`config.mk`:
```
export PLATFORM = sky130hd
export DESIGN_NAME = leih_hub
export DESIGN_NICKNAME = d
export VERILOG_FILES = /design/src/leih_hub.v
export VERILOG_INCLUDE_DIRS = /design/src
export SDC_FILE = /design/constraint.sdc
export NUM_CORES = 1
export LEC_CHECK = 0
export BUFFER_PORTS_ARGS = -buffer_cell sky130_fd_sc_hd__clkbuf_2
export CORE_MARGIN = 2
export CORE_UTILIZATION = 55
export DETAILED_ROUTE_END_ITERATION = 10
export GPL_TIMING_DRIVEN = 0
export PLACE_DENSITY = 0.78
export SYNTH_ARGS = -nofsm -noshare
export SYNTH_HDL_FRONTEND = slang
export SYNTH_SLANG_ARGS = --single-unit
```
`constraint.sdc`:
```
create_clock -name clk_i -period 2.4 [get_ports clk_i]
set_input_delay 0.24 -clock clk_i [delete_from_list [all_inputs] [get_ports clk_i]]
set_output_delay 0.24 -clock clk_i [all_outputs]
set_load 0.005 [all_outputs]
```
`src/leih_regs.vh`:
```
// Register offsets, field positions, reset values and timing for the hub
`ifndef LEIH_REGS_VH
`define LEIH_REGS_VH
`define LEIH_ADDR_W          16
`define LEIH_OFS_FLAGS1      16'h0730
`define LEIH_OFS_FLAGS2      16'h0731
`define LEIH_OFS_RAW2        16'h0732
`define LEIH_OFS_MASK1       16'h0738
`define LEIH_OFS_MASK2       16'h0739
`define LEIH_OFS_CTRL        16'h0740
`define LEIH_FLAGS1_USED     16'h07A1
`define LEIH_FLAGS2_USED     16'hDBE3
`define LEIH_BOTH1           16'h07A1
`define LEIH_BOTH2           16'h81E1
`define LEIH_RISE2           16'h5A02
`define LEIH_MASK1_RST       16'h07A1
`define LEIH_MASK2_RST       16'hDBE3
`define LEIH_CTRL_GMASK      0
`define LEIH_CTRL_DEB_WARN   1
`define LEIH_CTRL_DEB_SHUT   2
`define LEIH_CTRL_PIN_EN     3
`define LEIH_CTRL_USED       16'h000F
`define LEIH_CTRL_RST        16'h0000
`define LEIH_DEB_TIME_US     100
`define LEIH_CLK_MHZ         40
`define LEIH_DEB_CYC         (`LEIH_DEB_TIME_US * `LEIH_CLK_MHZ)
`endif

```
`src/leih_hub.v`:
```
// Latched edge interrupt hub with flag, mask, raw status and control regs
// Summary of operation
// - One flag per input, set when its configured edge is seen.
// - First flag register holds pin and jack flags, both edges.
// - Overheat warning bit15 and shutdown bit0 flag both edges.
// - DC servo complete flag bit14 on rising edge only.
// - Core FIFO error flag bit12 on rising edge only.
// - Dynamics activity flags bits 11 and 9 on rising edge only.
// - Rate converter lock flags bits 8 and 7 on both edges.
// - Loop lock flags bits 6 and 5 on both edges.
// - Microphone detect flag bit1 on rising edge only.
// - Flags stay set until host writes one; only those bits clear.
// - Each input has its own mask bit.
// - Masked flags still set and read; never drive the request.
// - Request is OR of all unmasked flags.
// - Request holds until every unmasked set flag is cleared.
// - Global mask suppresses request; clear after reset.
// - Raw status register returns second-register input levels after debounce selection, except microphone detect.
// - Selectable debounce on overheat warning and shutdown inputs.
// - Request may be routed out on a general-purpose pin.
// - Mask bits reset to one; writing zero unmasks.
`timescale 1ns/1ps
`include "leih_regs.vh"
module leih_hub #(
    parameter DEB_CYC = `LEIH_DEB_CYC
) (
    // Clock and reset
    input  wire        clk_i,
    input  wire        rst_i,
    // Register port
    input  wire [15:0] addr_i,
    input  wire [15:0] wdata_i,
    input  wire        wr_i,
    input  wire        rd_i,
    output reg  [15:0] rdata_o,
    // Event inputs, laid out as the first flag register
    input  wire [15:0] events1_i,
    // Event inputs, laid out as the second flag register
    input  wire [15:0] events2_i,
    // Request outputs
    output wire        irq_o,
    output wire        irq_pin_o,
    output wire        irq_pin_oe_o
);

    reg  [15:0] flags1_reg;
    reg  [15:0] flags2_reg;
    reg  [15:0] mask1_reg;
    reg  [15:0] mask2_reg;
    reg  [15:0] ctrl_reg;
    reg  [15:0] prev1_reg;
    reg  [15:0] prev2_reg;
    reg         warn_deb_reg;
    reg         shut_deb_reg;
    reg  [31:0] warn_cnt_reg;
    reg  [31:0] shut_cnt_reg;
    wire [15:0] lvl2;
    wire [15:0] edge1;
    wire [15:0] edge2;
    wire [15:0] clr1;
    wire [15:0] clr2;
    wire        any_req;
    wire [15:0] flags1_view;
    wire [15:0] flags2_view;
    wire [15:0] mask1_view;
    wire [15:0] mask2_view;
    wire [15:0] raw2_view;
    // Named flags, one per event input
    wire        pin_eleven_edge_flag;
    wire        pin_ten_edge_flag;
    wire        pin_nine_edge_flag;
    wire        pin_eight_edge_flag;
    wire        jack_detect_flag;
    wire        pin_one_edge_flag;
    wire        overheat_warning_flag;
    wire        dc_servo_complete_flag;
    wire        core_fifo_error_flag;
    wire        second_dynamics_activity_flag;
    wire        first_dynamics_activity_flag;
    wire        second_rate_converter_lock_flag;
    wire        first_rate_converter_lock_flag;
    wire        second_loop_lock_flag;
    wire        first_loop_lock_flag;
    wire        microphone_detect_flag;
    wire        overheat_shutdown_flag;
    // Named mask bits
    wire        pin_eleven_mask;
    wire        pin_ten_mask;
    wire        pin_nine_mask;
    wire        pin_eight_mask;
    wire        jack_detect_mask;
    wire        pin_one_mask;
    wire        overheat_warning_mask;
    wire        dc_servo_complete_mask;
    wire        core_fifo_error_mask;
    wire        second_dynamics_activity_mask;
    wire        first_dynamics_activity_mask;
    wire        second_rate_converter_lock_mask;
    wire        first_rate_converter_lock_mask;
    wire        second_loop_lock_mask;
    wire        first_loop_lock_mask;
    wire        microphone_detect_mask;
    wire        overheat_shutdown_mask;
    // Named unmasked request terms
    wire        pin_eleven_req;
    wire        pin_ten_req;
    wire        pin_nine_req;
    wire        pin_eight_req;
    wire        jack_detect_req;
    wire        pin_one_req;
    wire        overheat_warning_req;
    wire        dc_servo_complete_req;
    wire        core_fifo_error_req;
    wire        second_dynamics_activity_req;
    wire        first_dynamics_activity_req;
    wire        second_rate_converter_lock_req;
    wire        first_rate_converter_lock_req;
    wire        second_loop_lock_req;
    wire        first_loop_lock_req;
    wire        microphone_detect_req;
    wire        overheat_shutdown_req;
    // Named live levels for raw readback
    wire        overheat_warning_level;
    wire        dc_servo_complete_level;
    wire        core_fifo_error_level;
    wire        second_dynamics_activity_level;
    wire        first_dynamics_activity_level;
    wire        second_rate_converter_lock_level;
    wire        first_rate_converter_lock_level;
    wire        second_loop_lock_level;
    wire        first_loop_lock_level;
    wire        overheat_shutdown_level;

    // Write strobe decode, used for every writable register
    function wr_hit;
        input [15:0] a;
        input [15:0] ofs;
        input        w;
        begin
            wr_hit = w && (a == ofs);
        end
    endfunction

    // Debounce: level only follows once stable for DEB_CYC cycles
    always @(posedge clk_i) begin
        if (rst_i) begin
            warn_deb_reg <= 1'b0;
            shut_deb_reg <= 1'b0;
            warn_cnt_reg <= 32'h00000000;
            shut_cnt_reg <= 32'h00000000;
        end else begin
            if (events2_i[15] == warn_deb_reg) begin
                warn_cnt_reg <= 32'h00000000;
            end else if (warn_cnt_reg >= DEB_CYC - 1) begin
                warn_deb_reg <= events2_i[15];
                warn_cnt_reg <= 32'h00000000;
            end else begin
                warn_cnt_reg <= warn_cnt_reg + 32'h00000001;
            end
            if (events2_i[0] == shut_deb_reg) begin
                shut_cnt_reg <= 32'h00000000;
            end else if (shut_cnt_reg >= DEB_CYC - 1) begin
                shut_deb_reg <= events2_i[0];
                shut_cnt_reg <= 32'h00000000;
            end else begin
                shut_cnt_reg <= shut_cnt_reg + 32'h00000001;
            end
        end
    end

    // Debounced or direct overheat levels feed the edge detector
    assign lvl2 = {ctrl_reg[`LEIH_CTRL_DEB_WARN] ? warn_deb_reg
                                                 : events2_i[15],
                   events2_i[14:1],
                   ctrl_reg[`LEIH_CTRL_DEB_SHUT] ? shut_deb_reg
                                                 : events2_i[0]};

    // Edge selection per bit
    assign edge1 = (events1_i ^ prev1_reg) & `LEIH_BOTH1;
    assign edge2 = ((lvl2 ^ prev2_reg) & `LEIH_BOTH2)
                 | (lvl2 & ~prev2_reg & `LEIH_RISE2);

    assign clr1 = wr_hit(addr_i, `LEIH_OFS_FLAGS1, wr_i) ? wdata_i
                                                         : 16'h0000;
    assign clr2 = wr_hit(addr_i, `LEIH_OFS_FLAGS2, wr_i) ? wdata_i
                                                         : 16'h0000;

    // Prior levels reset low: an input high at release flags once,
    // which the reset masks hide until software unmasks it
    always @(posedge clk_i) begin
        if (rst_i) begin
            prev1_reg <= 16'h0000;
            prev2_reg <= 16'h0000;
        end else begin
            prev1_reg <= events1_i;
            prev2_reg <= lvl2;
        end
    end

    // Set wins over a clear in the same cycle, so no edge is lost
    always @(posedge clk_i) begin
        if (rst_i) begin
            flags1_reg <= 16'h0000;
            flags2_reg <= 16'h0000;
        end else begin
            flags1_reg <= ((flags1_reg & ~clr1) | edge1)
                        & `LEIH_FLAGS1_USED;
            flags2_reg <= ((flags2_reg & ~clr2) | edge2)
                        & `LEIH_FLAGS2_USED;
        end
    end

    // Mask and control registers
    always @(posedge clk_i) begin
        if (rst_i) begin
            mask1_reg <= `LEIH_MASK1_RST;
            mask2_reg <= `LEIH_MASK2_RST;
            ctrl_reg  <= `LEIH_CTRL_RST;
        end else begin
            if (wr_hit(addr_i, `LEIH_OFS_MASK1, wr_i)) begin
                mask1_reg <= wdata_i & `LEIH_FLAGS1_USED;
            end
            if (wr_hit(addr_i, `LEIH_OFS_MASK2, wr_i)) begin
                mask2_reg <= wdata_i & `LEIH_FLAGS2_USED;
            end
            if (wr_hit(addr_i, `LEIH_OFS_CTRL, wr_i)) begin
                ctrl_reg <= wdata_i & `LEIH_CTRL_USED;
            end
        end
    end

    // Flags picked out by name
    assign pin_eleven_edge_flag = flags1_reg[10];
    assign pin_ten_edge_flag = flags1_reg[9];
    assign pin_nine_edge_flag = flags1_reg[8];
    assign pin_eight_edge_flag = flags1_reg[7];
    assign jack_detect_flag = flags1_reg[5];
    assign pin_one_edge_flag = flags1_reg[0];
    assign overheat_warning_flag = flags2_reg[15];
    assign dc_servo_complete_flag = flags2_reg[14];
    assign core_fifo_error_flag = flags2_reg[12];
    assign second_dynamics_activity_flag = flags2_reg[11];
    assign first_dynamics_activity_flag = flags2_reg[9];
    assign second_rate_converter_lock_flag = flags2_reg[8];
    assign first_rate_converter_lock_flag = flags2_reg[7];
    assign second_loop_lock_flag = flags2_reg[6];
    assign first_loop_lock_flag = flags2_reg[5];
    assign microphone_detect_flag = flags2_reg[1];
    assign overheat_shutdown_flag = flags2_reg[0];

    // Mask bits picked out by name
    assign pin_eleven_mask = mask1_reg[10];
    assign pin_ten_mask = mask1_reg[9];
    assign pin_nine_mask = mask1_reg[8];
    assign pin_eight_mask = mask1_reg[7];
    assign jack_detect_mask = mask1_reg[5];
    assign pin_one_mask = mask1_reg[0];
    assign overheat_warning_mask = mask2_reg[15];
    assign dc_servo_complete_mask = mask2_reg[14];
    assign core_fifo_error_mask = mask2_reg[12];
    assign second_dynamics_activity_mask = mask2_reg[11];
    assign first_dynamics_activity_mask = mask2_reg[9];
    assign second_rate_converter_lock_mask = mask2_reg[8];
    assign first_rate_converter_lock_mask = mask2_reg[7];
    assign second_loop_lock_mask = mask2_reg[6];
    assign first_loop_lock_mask = mask2_reg[5];
    assign microphone_detect_mask = mask2_reg[1];
    assign overheat_shutdown_mask = mask2_reg[0];

    // Unmasked terms; a masked flag still latches but never requests
    assign pin_eleven_req = pin_eleven_edge_flag
                          & ~pin_eleven_mask;
    assign pin_ten_req = pin_ten_edge_flag
                       & ~pin_ten_mask;
    assign pin_nine_req = pin_nine_edge_flag
                        & ~pin_nine_mask;
    assign pin_eight_req = pin_eight_edge_flag
                         & ~pin_eight_mask;
    assign jack_detect_req = jack_detect_flag
                           & ~jack_detect_mask;
    assign pin_one_req = pin_one_edge_flag
                       & ~pin_one_mask;
    assign overheat_warning_req = overheat_warning_flag
                                & ~overheat_warning_mask;
    assign dc_servo_complete_req = dc_servo_complete_flag
                                 & ~dc_servo_complete_mask;
    assign core_fifo_error_req = core_fifo_error_flag
                               & ~core_fifo_error_mask;
    assign second_dynamics_activity_req = second_dynamics_activity_flag
                                        & ~second_dynamics_activity_mask;
    assign first_dynamics_activity_req = first_dynamics_activity_flag
                                       & ~first_dynamics_activity_mask;
    assign second_rate_converter_lock_req = second_rate_converter_lock_flag
                                          & ~second_rate_converter_lock_mask;
    assign first_rate_converter_lock_req = first_rate_converter_lock_flag
                                         & ~first_rate_converter_lock_mask;
    assign second_loop_lock_req = second_loop_lock_flag
                                & ~second_loop_lock_mask;
    assign first_loop_lock_req = first_loop_lock_flag
                               & ~first_loop_lock_mask;
    assign microphone_detect_req = microphone_detect_flag
                                 & ~microphone_detect_mask;
    assign overheat_shutdown_req = overheat_shutdown_flag
                                 & ~overheat_shutdown_mask;

    // Request is combinational from flag and mask registers
    assign any_req = pin_eleven_req
                   | pin_ten_req
                   | pin_nine_req
                   | pin_eight_req
                   | jack_detect_req
                   | pin_one_req
                   | overheat_warning_req
                   | dc_servo_complete_req
                   | core_fifo_error_req
                   | second_dynamics_activity_req
                   | first_dynamics_activity_req
                   | second_rate_converter_lock_req
                   | first_rate_converter_lock_req
                   | second_loop_lock_req
                   | first_loop_lock_req
                   | microphone_detect_req
                   | overheat_shutdown_req;
    assign irq_o = any_req & ~ctrl_reg[`LEIH_CTRL_GMASK];
    assign irq_pin_o = irq_o;
    assign irq_pin_oe_o = ctrl_reg[`LEIH_CTRL_PIN_EN];

    // Read views rebuilt from named bits; unused positions read zero
    assign flags1_view = {5'h00, pin_eleven_edge_flag, pin_ten_edge_flag,
                          pin_nine_edge_flag, pin_eight_edge_flag, 1'b0,
                          jack_detect_flag, 4'h0, pin_one_edge_flag};
    assign flags2_view = {overheat_warning_flag, dc_servo_complete_flag, 1'b0,
                          core_fifo_error_flag, second_dynamics_activity_flag,
                          1'b0, first_dynamics_activity_flag,
                          second_rate_converter_lock_flag,
                          first_rate_converter_lock_flag,
                          second_loop_lock_flag, first_loop_lock_flag, 3'h0,
                          microphone_detect_flag, overheat_shutdown_flag};
    assign mask1_view = {5'h00, pin_eleven_mask, pin_ten_mask, pin_nine_mask,
                         pin_eight_mask, 1'b0, jack_detect_mask, 4'h0,
                         pin_one_mask};
    assign mask2_view = {overheat_warning_mask, dc_servo_complete_mask, 1'b0,
                         core_fifo_error_mask, second_dynamics_activity_mask,
                         1'b0, first_dynamics_activity_mask,
                         second_rate_converter_lock_mask,
                         first_rate_converter_lock_mask,
                         second_loop_lock_mask, first_loop_lock_mask, 3'h0,
                         microphone_detect_mask, overheat_shutdown_mask};

    // Raw levels are after debounce selection, so they match the flags
    assign overheat_warning_level = lvl2[15];
    assign dc_servo_complete_level = lvl2[14];
    assign core_fifo_error_level = lvl2[12];
    assign second_dynamics_activity_level = lvl2[11];
    assign first_dynamics_activity_level = lvl2[9];
    assign second_rate_converter_lock_level = lvl2[8];
    assign first_rate_converter_lock_level = lvl2[7];
    assign second_loop_lock_level = lvl2[6];
    assign first_loop_lock_level = lvl2[5];
    assign overheat_shutdown_level = lvl2[0];
    assign raw2_view = {overheat_warning_level, dc_servo_complete_level, 1'b0,
                        core_fifo_error_level, second_dynamics_activity_level,
                        1'b0, first_dynamics_activity_level,
                        second_rate_converter_lock_level,
                        first_rate_converter_lock_level,
                        second_loop_lock_level, first_loop_lock_level, 4'h0,
                        overheat_shutdown_level};

    // Read data one cycle after the strobe; reads change no state
    always @(posedge clk_i) begin
        if (rst_i) begin
            rdata_o <= 16'h0000;
        end else if (rd_i) begin
            case (addr_i)
                `LEIH_OFS_FLAGS1: rdata_o <= flags1_view;
                `LEIH_OFS_FLAGS2: rdata_o <= flags2_view;
                `LEIH_OFS_RAW2:   rdata_o <= raw2_view;
                `LEIH_OFS_MASK1:  rdata_o <= mask1_view;
                `LEIH_OFS_MASK2:  rdata_o <= mask2_view;
                `LEIH_OFS_CTRL:   rdata_o <= ctrl_reg;
                default:          rdata_o <= 16'h0000;
            endcase
        end else begin
            rdata_o <= 16'h0000;
        end
    end

endmodule // leih_hub

```
After elaboration in Yosys (flattened, before gate mapping)
Index checks and enable logic that the tools add are counted.

Register bits: 152. Output and inout bits: 19. Word-level logic and storage cells: 106. Input port bits: 68.

Reductions and logical operators: 10. $lt $le $gt $ge: 2. Equality and inequality tests: 8. Add/sub/neg operators: 2. Bitwise logic cells: 66. Multiplexer cells: 5.

Operators by type and width (number): $eq A16 B11 Y1 const B (6); $pmux W16 S6 (1); $add A32 B1 Y32 const B (2); $ge A32 B12 Y1 const B (2); $not A1 Y1 (21); $and A1 B1 Y1 (18); $and A16 B16 Y16 (1); $mux W16 (1); $not A16 Y16 (1); $or A1 B1 Y1 (16); $or A16 B15 Y16 (1); $or A16 B16 Y16 (1); $xor A16 B16 Y16 (1); $and A15 B15 Y15 (1); $not A15 Y15 (1); $and A11 B11 Y11 (1); $mux W11 (1); $not A11 Y11 (1); $or A11 B11 Y11 (1); $xor A11 B11 Y11 (1); $reduce_or A3 Y1 (2); $logic_and A1 B1 Y1 (5); $reduce_and A2 Y1 (2); $eq A1 B1 Y1 (2); 2 further kinds (3).

Logic depth before layout (Yosys ltp)
Depth after elaboration: 19. Depth in mapped cells: 7. Gate-level depth less buffers: 5.

Worst setup path before layout
OpenSTA, ideal clock, no wires.

Path kind: input to register. Start point: input port addr_i[13]. End point: register mask2_reg[11]. Arrival time: 1.726 ns. Path slack: 0.554 ns. Setup time: 0.120 ns. Stages on the path: 6. Required time: 2.280 ns. Path buffers: 2. Cell sequence: or4_4 -> buf_6 -> nor3_4 -> nand3_2 -> buf_2 -> a211o_1.

Word-level cells in the longest chain between the ends: 2.

Ends and longest elaborated chain: start: declaration (RTL line leih_hub.v:31) `input wire [15:0] addr_i,`; $eq A16 B11 Y1 (RTL line leih_hub.v:140) `wr_hit = w && (a == ofs);`; $logic_and A1 B1 Y1 (RTL line leih_hub.v:140); end signal: assignment (RTL line leih_hub.v:217) `` mask2_reg <= `LEIH_MASK2_RST; ``; end signal: assignment (RTL line leih_hub.v:224) `` mask2_reg <= wdata_i & `LEIH_FLAGS2_USED; ``; end: declaration (RTL line leih_hub.v:49) `reg [15:0] mask2_reg;`.

No other way between the ends. A chain may end at the register's enable or synchronous reset.

Worst setup path after layout
Start point: register flags2_reg[1]. End point: output port irq_pin_o.

Word-level cells in the longest chain between the ends: 4.

Ends and longest elaborated chain: start: declaration (RTL line leih_hub.v:47) `reg [15:0] flags2_reg;`; start signal: assignment (RTL line leih_hub.v:208) `flags2_reg <= ((flags2_reg & ~clr2) | edge2)`; $and A1 B1 Y1 (RTL line leih_hub.v:302) `& ~microphone_detect_mask;`; $or A1 B1 Y1 (RTL line leih_hub.v:322) `| microphone_detect_req`; $or A1 B1 Y1 (RTL line leih_hub.v:323) `| overheat_shutdown_req;`; $and A1 B1 Y1 (RTL line leih_hub.v:324) `` assign irq_o = any_req & ~ctrl_reg[`LEIH_CTRL_GMASK]; ``; end: declaration (RTL line leih_hub.v:42) `output wire irq_pin_o,`.

No other way between the ends.

==> results.md <==
- Outcome: complete, no violations
- CTS tree: built
- Combinational share of power: 5.6%
- Starting DRT DRC Count: between 300 and 400
- Yosys reg bits: ~140
- TritonRoute pass-1 iters: 7
- Least-Margin Pin Slew: about 910 ps
- First-pass GRT wire length: roughly 20 mm
- Max_slew headroom: around two fifths
- Total power: a little over 0.005 W
- Sequential share of power: between 40% and 50%
- Area Growth Syn to Fin: 26.6%
- H-tree depth: 4
- Ys Warns: 0
- Placed Area: a little under 0.006 mm^2
- Clock power frac: between 40% and 50%
- Clock Root Buffer: clkbuf_8
- Die Y: ~100 um
- Full die area: around 0.01 mm^2
- Static Leak: ~2.7 nW
- Dpl cells: 741
- Synth area leaders: dfxtp_1 (52%), xnor2_1 (3.9%), nand2_1 (2.5%), nor2_1 (2.4%), nor2b_1 (2.2%)
- Max Root-Sink Buffers: 2
- Startpoint types: flip-flop
- Clock latency on the worst-skew pair: 520 ps
- Crit. End Element: output pin
- Crit path time final: ~2100 ps
- Nets: ~740
- Post-Syn Area per Cell: approximately 9.9 um^2
- Initial antenna violation count: 0
- I/O pin cnt: 87
- Sw frac: approximately a quarter
- Final Setup Violations: 0
- Max_cap viols: 0
- Post-route cell area: roughly 0.0066 mm^2
- Post-route insts no fill: between 700 and 800
- Synth top area share: ~52%
- Post-route setup slack: between 200 and 300 ps
- All-Layer GR Usage: between 20% and 30%
- Met1 Track Usage GR: 31.1%
- Post-CTS Setup Inserts: 0
- Largest net degree at the start of global routing: 17
- Post-synth EDFFs: 0
- Final HPWL DP: ~8.6 mm
- Layout cells sized above 1: about a fifth
- Synth Flop Type: dfxtp_1
- Clock tree sinks: 135
- Worst Path Arrival: 1890 ps
- Worst path required time: 2160 ps
- NetSw: 0.00128 W
- Vias in the first global route: 4234
- Synth async-reset ratio: 0%
- Busiest grt layer: met2
- Initial Util: 56.4%
- Register area share after synthesis: ~52%
- Die width: approximately 100 um
- Post-DRT Antenna Nets: 0
- Met3 global-route usage: 7.14%
- Cell count after synthesis: about 520
- Clk_skew: 7.61 ps
- Synth area leader: dfxtp_1
- Final GP Congestion: 0.944
- Fmax: approximately 0.47 GHz
- Setup TNS Final: 0 ps
- WL final: between 10 and 15 mm
- Met2 Use GR: between 40% and 50%
- HP Class: input pin to flip-flop
- Crit path kind: flip-flop to output pin
- CTS Hold Bufs: 19
- Residual DRC: 0
- Worst Path Max Fanout: 3
- CTS clk-pin slew, worst paths: approximately 60 ps
- Internal Power: 0.00378 W
- Vias per cell: between 5 and 6
- IO Port Bufs: 67
- Post-Place Setup Slack: -38.6 ps
- Max-slew violation count: 0
- Peak VDD IR: 0.428 mV
- Post_cts resized: 0
- Distinct cells, synth: 60
- Routed WL per cell: between 15 and 20 um
- Netlist Area Pre-Place: about 0.0052 mm^2
- Antenna diode count: 0
- RSZ-0062 raised after global routing: no
- Num CTS Buffers: 17
- Grt total ovfl: 0
- Row count: 35
- Final hold vios: 0
- Core area: 0.00920 mm^2
- Period utilization: 88.6%
- Vias post-DR: 4418
- P per Cell Area: just under 800 mW/mm^2
[cells by family after synthesis]
family	synth area share, %
AND/OR/NAND/NOR	21.8
flip-flops	52.1
AO/OA/AOI/OAI	13.5
buffers and inverters	4.71
XOR/XNOR	5.74
multiplexers	1.59
adder cells (fa/ha/maj)	0.483
other	0.0723
[cells in the mapped netlist, types with 3 or more instances]
| cell | n |
|---|---|
| nor3_1 | 3 |
| o22ai_1 | 7 |
| buf_4 | 4 |
| a32o_1 | 6 |
| nor2b_1 | 18 |
| nor4_1 | 15 |
| nand3_1 | 19 |
| a211o_1 | 11 |
| dfxtp_1 | 135 |
| clkbuf_1 | 17 |
| mux2i_1 | 6 |
| a32oi_1 | 6 |
| o211ai_1 | 6 |
| inv_1 | 28 |
| xnor2_1 | 23 |
| nor3_2 | 4 |
| o21ai_0 | 20 |
| a21oi_1 | 15 |
| xor2_1 | 11 |
| and4_1 | 5 |
| o31ai_1 | 5 |
| and2_1 | 3 |
| a222oi_1 | 3 |
| nand4_1 | 14 |
| a211oi_2 | 6 |
| and3_1 | 17 |
| or4_1 | 8 |
| nand2_1 | 34 |
| nor2_1 | 33 |
[stage by stage]
step / utilization, % / hold WS, ps
final: 71.4 / 19.5
after global routing: 71.4 / 7.27
after CTS: 71.4 / 1.50
after detailed placement: 63.2 / 461
after global placement: 63.2 / 443
after floorplan: - / 368
[per-layer routing]
| layer | vias up | share of wire, % |
|---|---|---|
| met5 | - | 0 |
| li1 | 2131 | - |
| met2 | 188 | 48 |
| met4 | 0 | 2.1 |
| met3 | 26 | 7.7 |
| met1 | 2073 | 42 |
[worst paths after layout]
path | from | endpoint | slack [ps] | cells after the start
hold reg to reg | shut_cnt_reg[0] | shut_cnt_reg[0] | 470 | 1
setup reg to reg | shut_cnt_reg[0] | shut_cnt_reg[9] | 360 | 6
hold / removal | wdata_i[10] | mask1_reg[10] | 20 | 3
setup / recovery | flags2_reg[1] | irq_pin_o | 270 | 5
[cells in the final DEF, fill, tap and decap left out, types with 16 or more instances in the layout]
master / n
dlygate4sd3_1: 19
nand3_1: 19
dfxtp_1: 135
o21ai_0: 20
conb_1: 42
inv_1: 28
nand2_1: 34
xnor2_1: 23
clkbuf_2: 68
clkbuf_16: 16
nor2b_1: 18
clkbuf_1: 17
nor2_1: 33
and3_1: 17
[worst max-delay path, stage by stage, from the launching register on]
cell and delay, ps:
dfxtp_1 330, nor2b_1 160, a2111oi_0 400, a31oi_1 210, buf_4 170, clkbuf_2 100
[final cells by class]
type | count | area (um^2)
Clock inverter | 15 | 145
Sequential cell | 135 | 2700
Timing Repair Buffer | 86 | 526
Inverter | 29 | 109
Fill cell | 683 | 2630
Multi-Input combinational cell | 372 | 2390
Tap cell | 111 | 139
Clock buffer | 17 | 414
Buffer | 27 | 135
[power groups by stage]
| stage | Clock (W) | Combinational [W] | Sequential (W) |
|---|---|---|---|
| 6_report | 0.00242 | 0.000281 | 0.00235 |
| 3_5_place_dp | 0 | 0.000247 | 0.00240 |
| 3_3_place_gp | 0 | 0.000240 | 0.00240 |
| 5_1_grt | 0.00256 | 0.000308 | 0.00236 |
| 4_1_cts | 0.00244 | 0.000274 | 0.00235 |
| 2_1_floorplan | 0 | 0.000145 | 0.00239 |
No activity file was read; power rests on OpenSTA's default activity.
